### src/sclk_pkg.sv
package sclk_pkg;
	// register addresses (register addressing, upper_register_set)
	localparam logic [7:0] BASIC_TIMER_CONTROL_ADDR = 8'h00d3;
	localparam logic [7:0] SYSTEM_CLOCK_CONTROL_ADDR = 8'h00d4;
	// reset values
	localparam logic [7:0] BASIC_TIMER_CONTROL_RST = 8'h0000;
	localparam logic [7:0] SYSTEM_CLOCK_CONTROL_RST = 8'h0000;
	// basic_timer_control fields
	localparam int WDT_CODE_LSB = 4;
	localparam int BT_SEL_LSB = 2;
	localparam int BT_CNT_CLR_BIT = 1;
	localparam int DIV_CLR_BIT = 0;
	localparam logic [3:0] WDT_DISABLE_CODE = 4'h000a;
	// system_clock_control fields
	localparam int OSC_WAKE_BIT = 7;
	localparam int CPU_SEL_LSB = 3;
	localparam logic [7:0] SYSTEM_CLOCK_CONTROL_MASK = 8'h0098;
	// divider widths and ratios
	localparam int DIV_WIDTH = 12;
	localparam int BT_CNT_WIDTH = 8;

	typedef enum logic [1:0] {
		BT_DIV4096 = 2'b00,
		BT_DIV1024 = 2'b01,
		BT_DIV128 = 2'b10,
		BT_INVALID = 2'b11
	} sclk_bt_sel_t;

	typedef enum logic [1:0] {
		CPU_DIV16 = 2'b00,
		CPU_DIV8 = 2'b01,
		CPU_DIV2 = 2'b10,
		CPU_DIV1 = 2'b11
	} sclk_cpu_sel_t;

	typedef struct packed {
		logic wr;
		logic rd;
		logic [7:0] addr;
		logic [7:0] wdata;
	} sclk_reg_req_t;
endpackage

### src/sclk_divider_ctl.sv
`timescale 1ns/10ps
module sclk_divider_ctl
	import sclk_pkg::*;
(
	// clock and reset
	input wire logic core_clk,
	input wire logic rst,
	// register access
	input sclk_reg_req_t regReq,
	output logic [7:0] regRdata,
	// clock enables
	output logic cpuClkEn,
	output logic btTickEn,
	// basic timer and watchdog
	output logic [BT_CNT_WIDTH-1:0] btCount,
	output logic wdtEnable
);
	logic [7:0] btCtl_r, btCtl_nxt;
	logic [1:0] cpuSel_r, cpuSel_nxt;
	logic oscWake_r, oscWake_nxt;
	logic [DIV_WIDTH-1:0] div_r, div_nxt;
	logic [BT_CNT_WIDTH-1:0] btCnt_r, btCnt_nxt;
	logic cpuEn_r, cpuEn_nxt;
	logic btEn_r, btEn_nxt;
	logic wdtEn_r, wdtEn_nxt;
	logic [7:0] rdata_r, rdata_nxt;

	function automatic logic divTap(input logic [DIV_WIDTH-1:0] d, input int lsb);
		logic [DIV_WIDTH-1:0] m;
		m = DIV_WIDTH'((1 << lsb) - 1);
		divTap = ((d & m) == m);
	endfunction

	logic btWr, ckWr;
	assign btWr = regReq.wr && (regReq.addr == BASIC_TIMER_CONTROL_ADDR);
	assign ckWr = regReq.wr && (regReq.addr == SYSTEM_CLOCK_CONTROL_ADDR);

	always_comb begin
		btCtl_nxt = btCtl_r;
		cpuSel_nxt = cpuSel_r;
		oscWake_nxt = oscWake_r;
		div_nxt = div_r + 1'b1;
		btCnt_nxt = btCnt_r;
		btEn_nxt = 1'b0;
		cpuEn_nxt = 1'b0;
		rdata_nxt = rdata_r;
		btCtl_nxt[BT_CNT_CLR_BIT] = 1'b0;
		btCtl_nxt[DIV_CLR_BIT] = 1'b0;
		if (btWr) begin
			btCtl_nxt[7:2] = regReq.wdata[7:2];
		end
		if (ckWr) begin
			cpuSel_nxt = regReq.wdata[CPU_SEL_LSB +: 2];
			oscWake_nxt = regReq.wdata[OSC_WAKE_BIT];
		end
		case (sclk_bt_sel_t'(btCtl_r[BT_SEL_LSB +: 2]))
			BT_DIV4096: btEn_nxt = divTap(div_r, 12);
			BT_DIV1024: btEn_nxt = divTap(div_r, 10);
			BT_DIV128: btEn_nxt = divTap(div_r, 7);
			default: btEn_nxt = 1'b0;
		endcase
		case (sclk_cpu_sel_t'(cpuSel_r))
			CPU_DIV16: cpuEn_nxt = divTap(div_r, 4);
			CPU_DIV8: cpuEn_nxt = divTap(div_r, 3);
			CPU_DIV2: cpuEn_nxt = divTap(div_r, 1);
			default: cpuEn_nxt = 1'b1;
		endcase
		if (btEn_nxt) begin
			btCnt_nxt = btCnt_r + 1'b1;
		end
		// counter clear on write of one
		if (btWr && regReq.wdata[BT_CNT_CLR_BIT]) begin
			btCnt_nxt = '0;
			btEn_nxt = 1'b0;
		end
		// divider clear on write of one
		if (btWr && regReq.wdata[DIV_CLR_BIT]) begin
			div_nxt = '0;
			btEn_nxt = 1'b0;
		end
		wdtEn_nxt = (btCtl_nxt[7:WDT_CODE_LSB] != WDT_DISABLE_CODE);
		if (regReq.rd) begin
			case (regReq.addr)
				BASIC_TIMER_CONTROL_ADDR: rdata_nxt = btCtl_r;
				SYSTEM_CLOCK_CONTROL_ADDR: rdata_nxt = {oscWake_r, 2'b00, cpuSel_r, 3'b000};
				default: rdata_nxt = 8'h0000;
			endcase
		end
	end

	always_ff @(posedge core_clk) begin
		if (rst) begin
			btCtl_r <= BASIC_TIMER_CONTROL_RST;
			cpuSel_r <= CPU_DIV16;
			oscWake_r <= 1'b0;
			div_r <= '0;
			btCnt_r <= '0;
			cpuEn_r <= 1'b0;
			btEn_r <= 1'b0;
			wdtEn_r <= 1'b1;
			rdata_r <= 8'h0000;
		end else begin
			btCtl_r <= btCtl_nxt;
			cpuSel_r <= cpuSel_nxt;
			oscWake_r <= oscWake_nxt;
			div_r <= div_nxt;
			btCnt_r <= btCnt_nxt;
			cpuEn_r <= cpuEn_nxt;
			btEn_r <= btEn_nxt;
			wdtEn_r <= wdtEn_nxt;
			rdata_r <= rdata_nxt;
		end
	end

	assign regRdata = rdata_r;
	assign cpuClkEn = cpuEn_r;
	assign btTickEn = btEn_r;
	assign btCount = btCnt_r;
	assign wdtEnable = wdtEn_r;

	logic [4:0] cpuGap_r, cpuGap_nxt;
	logic [4:0] cpuQuiet_r, cpuQuiet_nxt;
	logic divClr;
	assign divClr = btWr && regReq.wdata[DIV_CLR_BIT];

	always_comb begin
		cpuGap_nxt = cpuGap_r;
		cpuQuiet_nxt = cpuQuiet_r;
		if (cpuEn_r) begin
			cpuGap_nxt = 5'h00;
		end else if (cpuGap_r != 5'h1f) begin
			cpuGap_nxt = cpuGap_r + 5'h01;
		end
		if (cpuSel_r != CPU_DIV16 || divClr) begin
			cpuQuiet_nxt = 5'h00;
		end else if (cpuQuiet_r != 5'h1f) begin
			cpuQuiet_nxt = cpuQuiet_r + 5'h01;
		end
	end

	always_ff @(posedge core_clk) begin
		if (rst) begin
			cpuGap_r <= 5'h00;
			cpuQuiet_r <= 5'h00;
		end else begin
			cpuGap_r <= cpuGap_nxt;
			cpuQuiet_r <= cpuQuiet_nxt;
		end
	end

	a_bt_clr_zero: assert property (@(posedge core_clk) disable iff (rst)
		btWr && regReq.wdata[BT_CNT_CLR_BIT] |=> btCnt_r == '0)
		else $error("counter not cleared");
	a_bt_clr_keep: assert property (@(posedge core_clk) disable iff (rst)
		btWr && !regReq.wdata[BT_CNT_CLR_BIT] && btCnt_r != '0 && btCnt_r != '1
		|=> btCnt_r != '0)
		else $error("counter cleared by zero write");
	a_div_clr_zero: assert property (@(posedge core_clk) disable iff (rst)
		btWr && regReq.wdata[DIV_CLR_BIT] |=> div_r == '0)
		else $error("divider not cleared");
	a_strobe_self_clear: assert property (@(posedge core_clk) disable iff (rst)
		btCtl_r[1:0] == 2'b00)
		else $error("clear strobe stuck");
	a_rd_clr_zero: assert property (@(posedge core_clk) disable iff (rst)
		regReq.rd && regReq.addr == BASIC_TIMER_CONTROL_ADDR |=> regRdata[1:0] == 2'b00)
		else $error("clear strobe read back set");
	a_cpu_reset_slow: assert property (@(posedge core_clk)
		$past(rst) |-> cpuSel_r == CPU_DIV16)
		else $error("cpu rate not slowest after reset");
	a_cpu_div16_rate: assert property (@(posedge core_clk) disable iff (rst)
		cpuEn_r && cpuQuiet_r == 5'h1f |-> cpuGap_r == 5'h0f)
		else $error("cpu enable spacing wrong");
	a_cpu_div16_gap: assert property (@(posedge core_clk) disable iff (rst)
		cpuQuiet_r == 5'h1f |-> cpuGap_r <= 5'h0f)
		else $error("cpu enable missing at divide by sixteen");
	a_cpu_div2_off: assert property (@(posedge core_clk) disable iff (rst)
		cpuEn_r && cpuSel_r == CPU_DIV2 && $past(cpuSel_r) == CPU_DIV2 |=> !cpuEn_r)
		else $error("cpu enable twice in a row at divide by two");
	a_cpu_div2_on: assert property (@(posedge core_clk) disable iff (rst)
		!cpuEn_r && cpuSel_r == CPU_DIV2 && $past(cpuSel_r) == CPU_DIV2 &&
		!$past(divClr) && !$past(rst) |=> cpuEn_r)
		else $error("cpu enable missing at divide by two");
	a_cpu_full_rate: assert property (@(posedge core_clk) disable iff (rst)
		cpuSel_r == CPU_DIV1 |=> cpuEn_r)
		else $error("undivided cpu enable missing");
	a_scc_rd_sel: assert property (@(posedge core_clk) disable iff (rst)
		regReq.rd && regReq.addr == SYSTEM_CLOCK_CONTROL_ADDR
		|=> regRdata[CPU_SEL_LSB +: 2] == $past(cpuSel_r))
		else $error("cpu select read back wrong");
	a_bt_invalid_idle: assert property (@(posedge core_clk) disable iff (rst)
		btCtl_r[3:2] == 2'b11 |=> !btEn_r)
		else $error("tick on invalid code");
	a_bt_div128_tick: assert property (@(posedge core_clk) disable iff (rst)
		btCtl_r[3:2] == 2'b10 && div_r == 12'h007f && !btWr |=> btEn_r)
		else $error("div128 tick missing");
	a_bt_div1024_tick: assert property (@(posedge core_clk) disable iff (rst)
		btCtl_r[3:2] == 2'b01 && div_r[9:0] == 10'h3ff && !btWr |=> btEn_r)
		else $error("div1024 tick missing");
	a_bt_div4096_tick: assert property (@(posedge core_clk) disable iff (rst)
		btCtl_r[3:2] == 2'b00 && div_r == 12'hfff && !btWr |=> btEn_r)
		else $error("div4096 tick missing");
	a_bt_tick_count: assert property (@(posedge core_clk) disable iff (rst)
		btTickEn |-> btCount == BT_CNT_WIDTH'($past(btCount) + 8'h01))
		else $error("counter did not follow tick");
	a_wdt_code: assert property (@(posedge core_clk) disable iff (rst)
		wdtEnable == (btCtl_r[7:4] != WDT_DISABLE_CODE) || $changed(btCtl_r[7:4]))
		else $error("watchdog enable wrong");
	a_wdt_reset_on: assert property (@(posedge core_clk)
		$past(rst) |-> wdtEnable)
		else $error("watchdog not enabled after reset");
endmodule

### config.mk
export PLATFORM = sky130hd
export DESIGN_NAME = sclk_divider_ctl
export DESIGN_NICKNAME = d
export VERILOG_FILES = /design/src/sclk_pkg.sv /design/src/sclk_divider_ctl.sv
export SDC_FILE = /design/constraint.sdc
export NUM_CORES = 1
export LEC_CHECK = 0
export BUFFER_PORTS_ARGS = -buffer_cell sky130_fd_sc_hd__buf_4
export CORE_MARGIN = 2
export CORE_UTILIZATION = 46
export DETAILED_ROUTE_END_ITERATION = 10
export PLACE_DENSITY = 0.8
export SETUP_SLACK_MARGIN = 0.15
export SLEW_MARGIN = 20
export SYNTH_ARGS = -nofsm -noshare
export SYNTH_HDL_FRONTEND = slang
export SYNTH_SLANG_ARGS = --single-unit
### constraint.sdc
create_clock -name core_clk -period 2.7 [get_ports core_clk]
set_input_delay 0.27 -clock core_clk [delete_from_list [all_inputs] [get_ports core_clk]]
set_output_delay 0.27 -clock core_clk [all_outputs]
set_load 0.1 [all_outputs]
[Yosys cells after proc, flatten, opt, wreduce, memory -nomap -nowiden]
Cells that the tools add are included.
Storage, ports and cells
  bits in registers: 42
  bits of input ports: 20
  output and inout port bits: 19
  word-level logic and storage cells: 38
Cells by class
  add/sub/neg operators: 2
  equality and inequality tests: 12
  muxes and demuxes: 4
  reductions and logical operators: 9
Operator list (number)
  $eq A8 B8 Y1 const B: 2
  $pmux W8 S2: 1
  $add A12 B1 Y12 const B: 1
  $eq A12 B12 Y1 const B: 1
  $eq A10 B10 Y1 const B: 1
  $add A8 B1 Y8 const B: 1
  $eq A7 B7 Y1 const B: 1
  $mux W6: 1
  $pmux W1 S3: 2
  $eq A2 B1 Y1 const B: 2
  $eq A2 B2 Y1 const B: 2
  $eq A4 B4 Y1 const B: 1
  $logic_and A1 B1 Y1: 4
  $logic_not A2 Y1: 2
  $ne A4 B4 Y1 const B: 1
  $reduce_or A2 Y1: 2
  $eq A3 B3 Y1 const B: 1
  $reduce_or A3 Y1: 1

[Longest topological paths before layout]
Gate-level depths: netlist (run 1).
  depth after elaboration: 4
  mapped depth: 6

[Worst setup path before layout (run 1)]
OpenSTA, ideal clock, no wires.
  path type: register to register
  start: register btCnt_r[0] (netlist: btCount[0])
  end: register btCnt_r[4] (netlist: btCount[4])
  library setup time: 0.070 ns
  data arrival time: 2.158 ns
  required time: 2.630 ns
  setup slack: 0.472 ns
  stages on the path, launching flop included: 6
  path buffers: 0
  clock period less this slack: 2.228 ns
  cells stage by stage: dfxtp_1 ha_1 inv_1 a211oi_1 or4b_1 a21oi_1
On the way
  word-level cells in the longest chain between the ends: 1
RTL lines
  start: declaration: RTL line sclk_divider_ctl.sv:22  | logic [BT_CNT_WIDTH-1:0] btCnt_r, btCnt_nxt;
  start signal: assignment: RTL line sclk_divider_ctl.sv:107  | btCnt_r <= btCnt_nxt;
  $add A8 B1 Y8: RTL line sclk_divider_ctl.sv:69  | btCnt_nxt = btCnt_r + 1'b1;
Every way passes these cells.
A chain may end at the register's enable or synchronous reset.

[Worst setup path in the final report (run 1)]
  start: register div_r[0]
  end: register btCnt_r[4] (netlist: btCount[4])
On the way
  word-level cells in the longest chain between the ends: 2
  elaborated cells on any way between the ends: 4
  those cells by class: eq/ne (3); mux (1)
RTL lines
  start: declaration: RTL line sclk_divider_ctl.sv:21  | logic [DIV_WIDTH-1:0] div_r, div_nxt;
  start signal: assignment: RTL line sclk_divider_ctl.sv:106  | div_r <= div_nxt;
  $eq A12 B12 Y1 (tied with other cells): RTL line sclk_divider_ctl.sv:31  | divTap = ((d & m) == m);
  $pmux W1 S3 *: RTL line sclk_divider_ctl.sv:56  | case (sclk_bt_sel_t'(btCtl_r[BT_SEL_LSB +: 2]))
Mark *: on every way between the ends. The rest lies on a longest branch, timed or not.

==> results.json, run 1 <==
{
  "status": "completed",
  "synth_edf_count": 0,
  "track_usage_pct": 17.2,
  "critPathLaunchType": "flop",
  "r2r_cells": 5,
  "row_count": 22,
  "crit_family": "simple AND/OR/NAND/NOR gates",
  "path_buf_inv": 0,
  "tns_ns": 0,
  "power_switching_w": 0.000247,
  "cts.clk_slew.worst_paths_ns": 0.07,
  "p_leak_nw": 0.739,
  "ir_drop_uv": 222,
  "cp_max_fo": 14,
  "grt_max_degree": 20,
  "io_buffers": 36,
  "fmax_ghz": 0.513,
  "tritoncts": "built",
  "gp_congestion": 0.785,
  "h-tree-depth": 2,
  "hold_depth": 2,
  "power.density_mw_per_mm2": 488,
  "period_minus_slack_ns": 1.95,
  "cts_made_buffers": 5,
  "pre_cts_ws_ns": 0.769,
  "slowest_stage": "or4b_1",
  "layout-drive-gt1-share_pct": 22.4,
  "power_frac_seq_pct": 56.3,
  "crit_path_end_kind": "flop",
  "wirelength_um": 3400,
  "cts_hold_buf": 0,
  "ys.flop_type": "dfxtp_1",
  "syn_inst": 188,
  "yosys.area.top_type": "dfxtp_1",
  "p_clk_share_pct": 35.5,
  "grt_pass1_vias": 1301,
  "yosysMostFrequentCell": "dfxtp_1",
  "finalCritPeriodShare_pct": 72.1,
  "cts_resized": 0,
  "syn_area_mm2": 0.00171,
  "synth_async_sr_flop_share_pct": 0,
  "worst_clock_skew_ns": 0.00964,
  "slew_viol_final": 0,
  "ys_types": 41,
  "drc": 0,
  "antenna_left": 0,
  "yosysTopAreaCellShare_pct": 44.4,
  "cp.depth": 5,
  "n_antenna_cell": 0,
  "critical_path_required_ns": 2.93,
  "yosys-top-cells-area": "dfxtp_1, nor2_1, mux2i_1",
  "fin_nets": 246,
  "fp.dieH_um": 65.0,
  "dpl.hpwl_um": 2440,
  "drtIter0Drc": 99,
  "syn_avg_cell_area_um2": 9.11,
  "dp_cells": 264,
  "hp-class": "primary input to flop",
  "syn2layout_area_growth_pct": 21.6,
  "via_per_inst": 5.36,
  "setup_viol": 0,
  "grt_overflow": 0,
  "maxCapViolations": 0,
  "ys_warn_count": 0,
  "hold_viol_final": 0,
  "path_class": "flop to flop",
  "holdWs_ns": 0.195,
  "pin_count": 39,
  "fp.coreArea_mm2": 0.00363,
  "rsz0062_at_grt": "no",
  "switching_share_pct": 24.3,
  "root_buffer": "clkbuf_8",
  "slowest_delay_ns": 0.49,
  "antenna_found_initial": 0,
  "insertion_delay_ns": 0.29,
  "die_x_um": 65.0,
  "grt_pass1_wl_um": 5630,
  "cp_data_arrival_time_ns": 2.18,
  "final.setup.worst_slack_ns": 0.752,
  "stdcell_count": 271,
  "p_int_w": 0.000769,
  "yosysSeqAreaShare_pct": 44.4,
  "clock_path_buffers": 2,
  "die-area_mm2": 0.00423,
  "ys_ff_latch": 38,
  "p_comb_share_pct": 8.2,
  "final_core_util_pct": 57.3,
  "clock-sinks": 38,
  "start_util_pct": 47.1,
  "yosys-top-cells-count": "dfxtp_1, nor2_1, a21oi_1",
  "detail_route.wl_per_cell_um": 12.6,
  "cp_cell_sequence": "ha_1 > nand3_2 > or3_4 > or4b_1 > a21oi_1",
  "cts_setup_buffers": 0,
  "dr.pass1.iters": 4,
  "num_vias": 1452
}
-- per-layer routing --
metal  wire, µm  share of wire [%]  global-route usage (%)  vias to the layer above
li1           -                  -                       -                      738
met1       1510                 44                    20.6                      685
met2       1720                 50                    28.7                       27
met3        151                4.4                    6.25                        2
met4         27               0.79                    5.21                        0
met5          0                  0                       0                        -
-- final timing paths --
path                                 start                        to  slack [ns]
setup / recovery       div_r[0]$_SDFF_PP0_   btCount[4]$_SDFFE_PP0P_        0.75
setup reg to reg       div_r[0]$_SDFF_PP0_   btCount[4]$_SDFFE_PP0P_        0.75
hold reg to reg   regRdata[2]$_SDFFE_PP0P_  regRdata[2]$_SDFFE_PP0P_        0.47
hold / removal                   regReq[0]       btTickEn$_SDFF_PP0_        0.19
-- sequential cells by signal, summed over array words and instances (netlist names) --
| register | count |
|---|---|
| div_r | 12 |
| btCount | 8 |
| btCtl_r | 6 |
| regRdata | 6 |
| cpuSel_r | 2 |
| btTickEn | 1 |
| cpuClkEn | 1 |
| oscWake_r | 1 |
| wdtEnable | 1 |
-- placed cells by master, fill, tap and decap left out, types with 4 or more instances in the layout --
cell type,Yosys,layout
a211oi_1,7,7
a21oi_1,12,12
buf_4,2,37
clkbuf_8,0,5
dfxtp_1,38,38
inv_1,7,7
mux2i_1,10,10
nand2_1,4,4
nand3_1,9,9
nor2_1,30,30
nor3_1,6,6
o31ai_1,4,4
xnor2_1,7,7
-- final cells by class --
cell class	count	area, µm²
sequential	38	761
multi-input combinational	134	880
timing repair buffer	37	278
inverter	7	26.3
tap	48	60.1
fill	347	1550
clock inverter	2	10.0
clock buffer	5	68.8
-- cell families after synthesis --
family	share of synthesized area (%)
xor gates and xnor gates	4.60
muxes	5.84
adders and majority gates	2.19
AOI/OAI and AO/OA	13.4
other	0.219
DFF	44.4
buffers and inverters	4.46
and+or+nand+nor	24.8
-- per-stage QoR --
stage	total power [W]	instance area, µm²
6_report	0.00102	2080
5_1_grt	0.00106	2080
4_1_cts	0.00103	2080
3_5_place_dp	0.000668	2000
3_3_place_gp	0.000668	2000
2_1_floorplan	0.000638	1720
-- power groups by stage --
stage	Clock, W	Combinational, W	Sequential (W)
floorplan	0	0.0000390	0.000599
global placement	0	0.0000835	0.000584
detailed placement	0	0.0000837	0.000585
CTS	0.000376	0.0000839	0.000572
global route	0.000398	0.0000899	0.000572
finish	0.000360	0.0000838	0.000572
Power figures use the tool's default switching activity.
==> run 2, diff against run 1 <==
- clock period: 2.7 -> 1.9 ns (I/O delays scaled with it)
==> results.json, run 2 (synthesis gave the netlist of run 1 again) <==
{
  "whs_endpoint": "btTickEn$_SDFF_PP0_",
  "worst_clock_skew_ns": 0.00602,
  "die_x_um": 65.0,
  "reg2reg_from": "div_r[0]$_SDFF_PP0_",
  "crit_family": "simple AND/OR/NAND/NOR gates",
  "clock_path_buffers": 2,
  "top_register": "div_r",
  "cp_max_fo": 5,
  "insertion_delay_ns": 0.30,
  "slew_viol_final": 0,
  "pin_count": 39,
  "num_vias": 1547,
  "ir_drop_uv": 399,
  "hold_viol_final": 0,
  "io_buffers": 36,
  "period_minus_slack_ns": 1.72,
  "crit_path_end_kind": "flop",
  "nFillCells": 336,
  "tns_ns": 0,
  "layout_common_cells": "buf_4, nor2_1, dfxtp_1",
  "grt_overflow": 0,
  "rsz0062_at_grt": "yes",
  "worstHoldStart": "regReq[0]",
  "setup_viol": 0,
  "n_antenna_cell": 0,
  "cp_data_arrival_time_ns": 1.95,
  "root_buffer": "clkbuf_8",
  "cts_made_buffers": 5,
  "largest_reg_flops": 12,
  "worstReg2RegEnd": "btCount[4]$_SDFFE_PP0P_",
  "drc": 0,
  "status": "completed",
  "drtIter0Drc": 127,
  "grt_max_degree": 20,
  "grt_pass1_vias": 1374,
  "final_core_util_pct": 61.6,
  "path_class": "flop to flop",
  "layout-drive-gt1-share_pct": 32.3,
  "hold_depth": 2,
  "critPathLaunchType": "flop",
  "path_buf_inv": 0,
  "slowest_stage": "or4b_4",
  "wirelength_um": 3710,
  "track_usage_pct": 18.4,
  "cp_cell_sequence": "ha_4 > nand3_4 > or3_4 > or4b_4 > a21oi_2",
  "critical_path_required_ns": 2.13,
  "final_common_cell": "buf_4",
  "h-tree-depth": 2,
  "cts.clk_slew.worst_paths_ns": 0.08,
  "syn2layout_area_growth_pct": 30.7,
  "fmax_ghz": 0.581,
  "fp.dieH_um": 65.0,
  "dpl.hpwl_um": 2540,
  "antenna_found_initial": 0,
  "via_per_inst": 5.53,
  "row_count": 22,
  "slowest_delay_ns": 0.50,
  "dr.pass1.iters": 4,
  "p_leak_nw": 0.796,
  "hp-class": "primary input to flop",
  "clock-sinks": 38,
  "grt_pass1_wl_um": 6060,
  "power.density_mw_per_mm2": 724,
  "antenna_left": 0,
  "r2r_cells": 5,
  "die-area_mm2": 0.00423,
  "maxCapViolations": 0,
  "start_util_pct": 47.1,
  "finalCritPeriodShare_pct": 90.6,
  "fin_nets": 254,
  "r2r_setup_slack_ns": 0.18,
  "fp.coreArea_mm2": 0.00363,
  "gp_congestion": 0.798,
  "detail_route.wl_per_cell_um": 13.3,
  "tritoncts": "built"
}
## run 2: cell types whose count changed in the layout (fill, tap and decap cells not counted), sizes merged
cell	before	now
buf	37	44
bufinv	0	1
or3	2	3
## run 2: cell type report
type                    instances  area, µm²  share of cell area (%)
multi-input cells             135        938                    41.9
clock buffers                   5       68.8                    3.07
inverters                       7       26.3                    1.17
repair buffers                 44        330                    14.8
clock inverters                 3       40.0                    1.79
flip-flops and latches         38        774                    34.6
well taps                      48       60.1                    2.68
## run 2: metrics by stage
stage          instance area [µm²]  std cells  power (W)  worst slack (ns)  hold slack (ns)
3_5_place_dp                  2030        266   0.000953            0.0595            0.437
5_1_grt                       2240        280    0.00168             0.125            0.135
3_3_place_gp                  2030        266   0.000950             0.142            0.426
2_1_floorplan                 1730        189   0.000907            0.0334            0.307
6_report                      2240        280    0.00162             0.178            0.126
4_1_cts                       2180        278    0.00162             0.164            0.115
## run 2: worst reg2reg max path, delay by kind of cell (launching register included)
family                     cells  cell delay, ns
and+or+nand+nor                3            1.03
DFF                            1            0.36
adders and majority gates      1            0.15
AOI/OAI and AO/OA              1            0.12
## run 2: worst max-delay path by stage
| stage | end | cells past startpoint | startpoint |
|---|---|---|---|
| after floorplan | btCount[4]$_SDFFE_PP0P_ | 5 | btCount[1]$_SDFFE_PP0P_ |
| after global placement | btCount[3]$_SDFFE_PP0P_ | 5 | div_r[1]$_SDFF_PP0_ |
| after detailed placement | btCount[4]$_SDFFE_PP0P_ | 5 | div_r[1]$_SDFF_PP0_ |
| after CTS | btCount[3]$_SDFFE_PP0P_ | 5 | div_r[1]$_SDFF_PP0_ |
| after global routing | btCount[4]$_SDFFE_PP0P_ | 5 | div_r[0]$_SDFF_PP0_ |
| final | btCount[4]$_SDFFE_PP0P_ | 5 | div_r[0]$_SDFF_PP0_ |
## run 2: layer usage
metal / GRT usage (%) / wire [µm] / vias up
li1: - / - / 759
met5: 0 / 0 / -
met4: 8.33 / 100 / 0
met3: 6.25 / 188 / 9
met2: 29.4 / 1800 / 44
met1: 22.4 / 1620 / 735
## run 2: what timing repair did
action / 4_1_cts / 5_1_grt
pin swaps: 3 / 5
hold buffers: 0 / 0
setup endpoints to repair: 4 / 5
cloned: 1 / 0
setup buffers: 3 / 2
gates resized for setup: 4 / 9
## run 2: power breakdown
group	internal [W]	switching [W]	total (W)
Sequential	0.000805	0.00000818	0.000813
Clock	0.000386	0.000289	0.000675
Combinational	0.0000517	0.0000801	0.000132
Total	0.00124	0.000378	0.00162
